[config.mk]
export PLATFORM = sky130hd
export DESIGN_NAME = flg_guard
export DESIGN_NICKNAME = d
export VERILOG_FILES = /design/src/flg_pkg.sv /design/src/flg_busy_timer.sv /design/src/flg_guard.sv
export VERILOG_INCLUDE_DIRS = /design/src /design/src/src
export SDC_FILE = /design/constraint.sdc
export NUM_CORES = 1
export LEC_CHECK = 0
export ABC_AREA = 1
export BUFFER_PORTS_ARGS = -buffer_cell sky130_fd_sc_hd__buf_4
export CAP_MARGIN = 0
export CORE_ASPECT_RATIO = 0.9
export CORE_MARGIN = 2
export CORE_UTILIZATION = 44
export CTS_CLUSTER_SIZE = 40
export DETAILED_ROUTE_END_ITERATION = 12
export PLACE_DENSITY = 0.72
export SLEW_MARGIN = 30
export SYNTH_ARGS = -nofsm -noshare
export SYNTH_HDL_FRONTEND = slang
export SYNTH_SLANG_ARGS = --single-unit
[constraint.sdc]
create_clock -name clk -period 1.6 [get_ports clk]
set_input_delay 0.16 -clock clk [delete_from_list [all_inputs] [get_ports clk]]
set_output_delay 0.16 -clock clk [all_outputs]
set_load 0.01 [all_outputs]
[src/flg_map.svh]
// Register offsets, field positions, reset values and timing figures of the flash lock guard.
`ifndef FLG_MAP_SVH
`define FLG_MAP_SVH

`define FLG_OFF_MODE 8'h00
`define FLG_OFF_CMD 8'h04
`define FLG_OFF_STAT 8'h08
`define FLG_OFF_LOCK 8'h0C

`define FLG_MODE_LOCK_ERROR_FLAG_IE 0
`define FLG_MODE_RST 32'h0000_0000

`define FLG_CMD_KEY_LSB 24
`define FLG_CMD_PAGE_LSB 8
`define FLG_CMD_CODE_LSB 0
`define FLG_CMD_KEY 8'h5A
`define FLG_CODE_PROG_ERASE 4'h1
`define FLG_CODE_SET_LOCK 4'h2
`define FLG_CODE_PROG 4'h3
`define FLG_CODE_CLR_LOCK 4'h4
`define FLG_CODE_ERASE_ALL 4'h8

`define FLG_STAT_READY 0
`define FLG_STAT_LOCK_ERROR_FLAG 2
`define FLG_STAT_KEYE 3

`define FLG_CLK_MHZ 10
`define FLG_T_PROG_ERASE_US 6000
`define FLG_T_PROG_US 3000
`define FLG_T_ERASE_ALL_US 15000

`endif

[src/flg_pkg.sv]
// Types shared by the flash lock guard modules.
package flg_pkg;
    typedef enum logic [1:0] {
        FLG_OP_PROG_ERASE,
        FLG_OP_PROG,
        FLG_OP_ERASE_ALL
    } flg_op_t;

    typedef struct packed {
        flg_op_t op;
        logic [15:0] page;
    } flg_req_t;
endpackage

[src/flg_busy_timer.sv]
// Busy countdown that keeps the flash sequencer occupied for one operation.
module flg_busy_timer #(
    parameter int CW = 18
) (
    input wire logic clk,
    input wire logic resetn,
    input wire logic start,
    input wire logic [CW-1:0] load,
    output logic busy,
    output logic done
);
    logic [CW-1:0] cnt_reg;

    // A start is only issued while idle, so a running count is never reloaded.
    always_ff @(posedge clk or negedge resetn) begin
        if (!resetn) begin
            cnt_reg <= '0;
            busy <= 1'b0;
            done <= 1'b0;
        end else begin
            done <= 1'b0;
            if (start && !busy) begin
                cnt_reg <= load;
                busy <= 1'b1;
            end else if (busy) begin
                if (cnt_reg <= CW'(1)) begin
                    busy <= 1'b0;
                    done <= 1'b1;
                end
                cnt_reg <= cnt_reg - CW'(1);
            end
        end
    end
endmodule // flg_busy_timer

[src/flg_guard.sv]
// Flash lock region guard: APB registers, lock bits and the command sequencer.
`include "flg_map.svh"

module flg_guard
    import flg_pkg::*;
#(
    parameter int LOCK_BITS = 16,
    parameter int PAGES_PER_REGION = 64,
    parameter int PAGE_BYTES = 256,
    parameter int BANK_PAGES = 1024,
    parameter int PROG_ERASE_CYC = `FLG_T_PROG_ERASE_US * `FLG_CLK_MHZ,
    parameter int PROG_CYC = `FLG_T_PROG_US * `FLG_CLK_MHZ,
    parameter int ERASE_ALL_CYC = `FLG_T_ERASE_ALL_US * `FLG_CLK_MHZ
) (
    input wire logic clk,
    input wire logic resetn,
    input wire logic psel,
    input wire logic penable,
    input wire logic pwrite,
    input wire logic [7:0] paddr,
    input wire logic [31:0] pwdata,
    output logic [31:0] prdata,
    output logic pready,
    output logic pslverr,
    input wire logic erase_pin,
    input wire logic [LOCK_BITS-1:0] nv_lock_in,
    output logic [LOCK_BITS-1:0] nv_lock_out,
    output logic irq,
    output flg_req_t flash_req,
    output logic flash_start,
    output logic flash_busy
);
    localparam int CW = 18;
    localparam int RW = (LOCK_BITS > 1) ? $clog2(LOCK_BITS) : 1;
    // Region size in bytes; its kilobyte count is shown to software in the lock register's upper half.
    localparam int REGION_BYTES = PAGES_PER_REGION * PAGE_BYTES;
    localparam logic [15:0] REGION_KB = 16'(REGION_BYTES / 1024);

    logic erase_meta_reg;
    logic erase_sync_reg;
    logic nv_loaded_reg;
    logic [LOCK_BITS-1:0] lock_reg;
    logic mode_ie_reg;
    logic lock_error_flag_reg;
    logic keye_reg;
    logic [31:0] prdata_reg;
    logic pready_reg;
    logic pslverr_reg;
    logic irq_reg;
    flg_req_t req_reg;
    logic start_reg;
    logic tmr_busy;
    logic tmr_done;
    logic [CW-1:0] tmr_load;
    logic [CW-1:0] busy_len_reg;

    logic acc;
    logic wr_cmd;
    logic rd_stat;
    logic key_ok;
    logic [3:0] code;
    logic [15:0] page;
    logic [15:0] bank_page;
    logic [15:0] region;
    logic in_range;
    logic region_locked;
    logic any_locked;
    logic cmd_go;
    logic is_prog;
    logic is_erase_all;
    logic abort_lock;
    logic set_lock;
    logic clr_lock;
    logic mapped;
    logic [31:0] rd_data;

    assign prdata = prdata_reg;
    assign pready = pready_reg;
    assign pslverr = pslverr_reg;
    assign irq = irq_reg;
    assign flash_req = req_reg;
    assign flash_start = start_reg;
    assign flash_busy = tmr_busy;
    assign nv_lock_out = lock_reg;

    // The erase pin is asynchronous to clk, so it passes two flops before use.
    always_ff @(posedge clk or negedge resetn) begin
        if (!resetn) begin
            erase_meta_reg <= 1'b0;
            erase_sync_reg <= 1'b0;
        end else begin
            erase_meta_reg <= erase_pin;
            erase_sync_reg <= erase_meta_reg;
        end
    end

    // An access completes on the second access-phase cycle, when pready is high.
    assign acc = psel && penable && pready_reg;
    assign wr_cmd = acc && pwrite && (paddr == `FLG_OFF_CMD);
    assign rd_stat = acc && !pwrite && (paddr == `FLG_OFF_STAT);
    assign mapped = (paddr == `FLG_OFF_MODE) || (paddr == `FLG_OFF_CMD) ||
                    (paddr == `FLG_OFF_STAT) || (paddr == `FLG_OFF_LOCK);

    // Command fields and region decode; the page is taken modulo BANK_PAGES, so every bank maps onto the same regions.
    assign key_ok = pwdata[`FLG_CMD_KEY_LSB +: 8] == `FLG_CMD_KEY;
    assign code = pwdata[`FLG_CMD_CODE_LSB +: 4];
    assign page = pwdata[`FLG_CMD_PAGE_LSB +: 16];
    assign bank_page = 16'(page % BANK_PAGES);
    assign region = 16'(bank_page / PAGES_PER_REGION);
    assign in_range = region < 16'(LOCK_BITS);
    assign region_locked = in_range && lock_reg[region[RW-1:0]];
    assign any_locked = |lock_reg;

    // A command is acted on only with the key, while idle and after the lock bits are loaded.
    assign cmd_go = wr_cmd && key_ok && !tmr_busy && nv_loaded_reg;
    assign is_prog = (code == `FLG_CODE_PROG_ERASE) || (code == `FLG_CODE_PROG);
    assign is_erase_all = code == `FLG_CODE_ERASE_ALL;
    // Full erase is refused while any region is locked, as it would touch them all.
    assign abort_lock = cmd_go && ((is_prog && region_locked) || (is_erase_all && any_locked));
    assign set_lock = cmd_go && (code == `FLG_CODE_SET_LOCK) && in_range;
    assign clr_lock = cmd_go && (code == `FLG_CODE_CLR_LOCK) && in_range;

    // Lock bits live in non-volatile cells outside; they are reloaded once after reset.
    // Erase pin wins over any command in the same cycle.
    always_ff @(posedge clk or negedge resetn) begin
        if (!resetn) begin
            lock_reg <= '0;
            nv_loaded_reg <= 1'b0;
        end else begin
            nv_loaded_reg <= 1'b1;
            if (erase_sync_reg) begin
                lock_reg <= '0;
            end else if (!nv_loaded_reg) begin
                lock_reg <= nv_lock_in;
            end else if (set_lock) begin
                lock_reg[region[RW-1:0]] <= 1'b1;
            end else if (clr_lock) begin
                lock_reg[region[RW-1:0]] <= 1'b0;
            end
        end
    end

    // Mode register: the lock error interrupt enable.
    always_ff @(posedge clk or negedge resetn) begin
        if (!resetn) begin
            mode_ie_reg <= 1'(`FLG_MODE_RST >> `FLG_MODE_LOCK_ERROR_FLAG_IE);
        end else if (acc && pwrite && (paddr == `FLG_OFF_MODE)) begin
            mode_ie_reg <= pwdata[`FLG_MODE_LOCK_ERROR_FLAG_IE];
        end
    end

    // Sticky error flags; a new error in the clearing read cycle stays set.
    always_ff @(posedge clk or negedge resetn) begin
        if (!resetn) begin
            lock_error_flag_reg <= 1'b0;
            keye_reg <= 1'b0;
        end else begin
            if (abort_lock) begin
                lock_error_flag_reg <= 1'b1;
            end else if (rd_stat) begin
                lock_error_flag_reg <= 1'b0;
            end
            if (wr_cmd && !key_ok) begin
                keye_reg <= 1'b1;
            end else if (rd_stat) begin
                keye_reg <= 1'b0;
            end
        end
    end

    // The interrupt follows the flag only while software has enabled it.
    always_ff @(posedge clk or negedge resetn) begin
        if (!resetn) begin
            irq_reg <= 1'b0;
        end else begin
            irq_reg <= lock_error_flag_reg && mode_ie_reg;
        end
    end

    // Operation start toward the array; an aborted command never reaches it.
    always_ff @(posedge clk or negedge resetn) begin
        if (!resetn) begin
            start_reg <= 1'b0;
            req_reg <= '{op: FLG_OP_PROG_ERASE, page: 16'h0000};
        end else begin
            start_reg <= 1'b0;
            if (cmd_go && (is_prog || is_erase_all) && !abort_lock) begin
                start_reg <= 1'b1;
                req_reg.page <= page;
                case (code)
                    `FLG_CODE_PROG_ERASE: req_reg.op <= FLG_OP_PROG_ERASE;
                    `FLG_CODE_PROG: req_reg.op <= FLG_OP_PROG;
                    default: req_reg.op <= FLG_OP_ERASE_ALL;
                endcase
            end
        end
    end

    // Busy time chosen from the operation being started.
    always_comb begin
        case (req_reg.op)
            FLG_OP_PROG_ERASE: tmr_load = CW'(PROG_ERASE_CYC);
            FLG_OP_PROG: tmr_load = CW'(PROG_CYC);
            FLG_OP_ERASE_ALL: tmr_load = CW'(ERASE_ALL_CYC);
            default: tmr_load = CW'(PROG_CYC);
        endcase
    end

    flg_busy_timer #(
        .CW(CW)
    ) u_timer (
        .clk(clk),
        .resetn(resetn),
        .start(start_reg),
        .load(tmr_load),
        .busy(tmr_busy),
        .done(tmr_done)
    );

    // Cycle count of the running operation, kept apart from the timer so the checks measure it independently.
    always_ff @(posedge clk or negedge resetn) begin
        if (!resetn) begin
            busy_len_reg <= '0;
        end else if (start_reg) begin
            busy_len_reg <= '0;
        end else if (tmr_busy) begin
            busy_len_reg <= busy_len_reg + CW'(1);
        end
    end

    // Read data mux; unmapped addresses read zero.
    always_comb begin
        rd_data = 32'h0000_0000;
        case (paddr)
            `FLG_OFF_MODE: rd_data[`FLG_MODE_LOCK_ERROR_FLAG_IE] = mode_ie_reg;
            `FLG_OFF_STAT: begin
                // Ready also drops for the cycle in which a start is in flight.
                rd_data[`FLG_STAT_READY] = !tmr_busy && !start_reg;
                rd_data[`FLG_STAT_LOCK_ERROR_FLAG] = lock_error_flag_reg;
                rd_data[`FLG_STAT_KEYE] = keye_reg;
            end
            `FLG_OFF_LOCK: begin
                rd_data[LOCK_BITS-1:0] = lock_reg;
                rd_data[31:16] = REGION_KB;
            end
            default: rd_data = 32'h0000_0000;
        endcase
    end

    // APB answer: one wait state, then pready for one cycle with data and error.
    always_ff @(posedge clk or negedge resetn) begin
        if (!resetn) begin
            pready_reg <= 1'b0;
            pslverr_reg <= 1'b0;
            prdata_reg <= 32'h0000_0000;
        end else begin
            pready_reg <= psel && penable && !pready_reg;
            pslverr_reg <= psel && penable && !pready_reg && !mapped;
            if (psel && penable && !pready_reg) begin
                prdata_reg <= pwrite ? 32'h0000_0000 : rd_data;
            end
        end
    end
endmodule // flg_guard

==> impl_metrics.ini <==
[floorplanning]
coreArea_um2 = 10200
die_w_um = 111
start_util_pct = 44.8
die_h_um = 101
io_pins = 133
row_count = 35
die_area_um2 = 11200

[cells_and_area]
layout.cell_area.non_filler_um2 = 6490
ff_latch_area_um2 = 2000
fin_cells = 937
multi_input_area_um2 = 2260
n_antenna_cell = 0
drive_gt1_share_pct = 27.8
fill_cells = 884
nNetsFinal = 867
area_delta_synth_final_pct = 42.5

[critical_path]
path_class = register to register
crit_path_start = nv_lock_out[14]
cp_common_cell = nand2_1
cp.arrival_ns = 1.78
endpoint = flash_req[3]
r2r_end = flash_req[3]
path_cells = inv_2, buf_4, nand4_1, nor2_1, nand2_1, nand2_4, buf_12, nand3_4, nand2_1, nand2_1
path_buf_inv = 3
path_depth = 10
end_kind = register
cp_slowest_cell = dfrtp_1
max_stage_delay_ns = 0.39
reg2reg_from = nv_lock_out[14]
required_ns = 1.83
critPathLaunchType = register
reg2reg_slack_ns = 0.05
crit_family = simple AND/OR/NAND/NOR gates
ff2ff_path_depth = 10
path_max_fanout = 6

[place]
hpwl_um = 9320
dp.cells = 905
gp_congestion = 0.902
pre_cts_slack_ns = -0.0767
placed_area_um2 = 5770
port_buffers = 113

[power]
pwr_density_cell_nw_per_um2 = 813
vdd_drop_max_v = 0.000471
leakage_nw = 3.46

[global_routing]
busiest_layer = met2
use_met1_pct = 32.1
antenna_found_initial = 0
grtUsageTotal_pct = 24.2
met3_usage_pct = 3.91
use_met2_pct = 41.2
grt_pass1_wl_um = 22200
grt_pass1_vias = 4673
grt_max_degree = 36
overflow = 0

[timing]
fin_tns_setup_ns = 0
clock_skew_ns = 0.00843
setup_violations = 0
rsz0062_at_grt = true
fin_crit_ns = 1.55
slew_viol_final = 0
hold_viol = 0
setup_slack_ns = 0.0545
timing.fmax_ghz = 0.647
post-route-period-util_pct = 96.6

[synthesis]
ys_top_cells_by_count = 160 x nand2_1, 122 x nor2_1, 80 x dfrtp_1
seq_area_frac_synth_pct = 44.0
ys_warn_count = 0
synth_top_area_cell = dfrtp_1
synthCells = 641
netlist_area_um2 = 4550
ys_seq_elements = 80
synth-async-reset-ratio_pct = 100
synth_flop_cell = dfrtp_1
ys_types = 35
avgSynthCellArea_um2 = 7.11
synth-edff-count = 0
yosysTopAreaCellShare_pct = 44.0
synth_most_common_cell = nand2_1
synth_area_leaders = dfrtp_1 44%, nand2_1 13%, nor2_1 10%

[clock_network]
clk_latency_ns = 0.34
h-tree-depth = 3
clock_path_buffers = 2
cts_buffers = 9
clkSinkCount = 80
clk_pin_slew_ns = 0.07
cts_tree = built
root_buffer = clkbuf_16

[route]
drt-total-wl_um = 13800
postRouteAntennaNets = 0
vias = 4903
firstDrtPassIters = 4
avgViaCountPerCell = 5.23
wl_per_cell_um = 14.7
drc = 0
drtIter0Drc = 268

[run]
cap_violations = 0

[min_path]
min_path_type = input port to register

[outcome]
status = finished clean
[worst reg2reg max path, cell delays in order (launching register included)]
cell and delay [ns]:
dfrtp_1 0.39, inv_2 0.10, buf_4 0.12, nand4_1 0.07, nor2_1 0.12, nand2_1 0.12, nand2_4 0.16, buf_12 0.13
nand3_4 0.09, nand2_1 0.08, nand2_1 0.05
[metrics by stage]
| stage | hold slack (ns) | util (%) | total power, mW |
|---|---|---|---|
| final | 0.0637 | 63.9 | 5.28 |
| after global routing | 0.0742 | 63.9 | 5.45 |
| after CTS | 0.0558 | 60.8 | 5.23 |
| after detailed placement | 0.156 | 56.8 | 2.80 |
| after global placement | 0.147 | 56.8 | 2.79 |
| after floorplan | -0.136 | - | 2.47 |
[kinds of logic after synthesis]
logic type / Yosys count / share of synthesized area (%)
xor+xnor: 5 / 0.961
other cells: 2 / 0.165
compound gates: 66 / 8.63
flops: 80 / 44.0
simple gates: 374 / 34.6
buf+inv: 112 / 11.2
fa+ha+maj: 2 / 0.549
[where the power goes]
part           switching [mW]  internal [mW]
Clock                   0.862           1.58
Combinational           0.402          0.332
Sequential             0.0370           2.07
Total                    1.30           3.97
[layout make-up]
| cell class | instances | share of cell area (%) |
|---|---|---|
| multi-input combinational | 466 | 34.8 |
| sequential | 80 | 30.8 |
| clock inverter | 6 | 1.79 |
| clock buffer | 10 | 3.68 |
| tap | 129 | 2.49 |
| inverter | 77 | 4.45 |
| timing repair buffer | 169 | 21.9 |
[metal layers]
| metal | vias up | routed length [µm] |
|---|---|---|
| met3 | 29 | 916 |
| li1 | 2356 | - |
| met5 | - | 0 |
| met1 | 2317 | 6140 |
| met2 | 201 | 6460 |
| met4 | 0 | 261 |
[worst min-delay path by stage]
stage	from	end	slack, ns	cells past startpoint
global route	pwdata[1]	flash_req[16]	0.07	3
CTS	pwdata[1]	flash_req[16]	0.06	3
detailed placement	resetn	prdata[11]	0.16	1
floorplan	resetn	erase_meta_reg	-0.14	0
global placement	resetn	prdata[11]	0.15	1
finish	pwdata[9]	flash_req[1]	0.06	3
[repair_timing]
action,4_1_cts,5_1_grt
gates cloned,1,4
endpoints found under the setup margin,18,46
hold endpoints to repair,34,0
pin swaps,1,16
hold buffers,2,0
resized for setup,7,43
buffers inserted,0,9
[placed cells by master (no fill, tap or decap), types with 6 or more instances in the layout]
cell type / instances
nand2_1: 154
nor2_2: 8
inv_2: 9
o211ai_1: 6
buf_4: 154
inv_1: 66
dfrtp_1: 80
nand3_1: 51
clkbuf_16: 11
nand2_2: 6
nand4_1: 23
o21ai_0: 41
conb_1: 16
nor2_1: 111
buf_12: 8
nor3_1: 7
(Power assumes the default switching activity.)
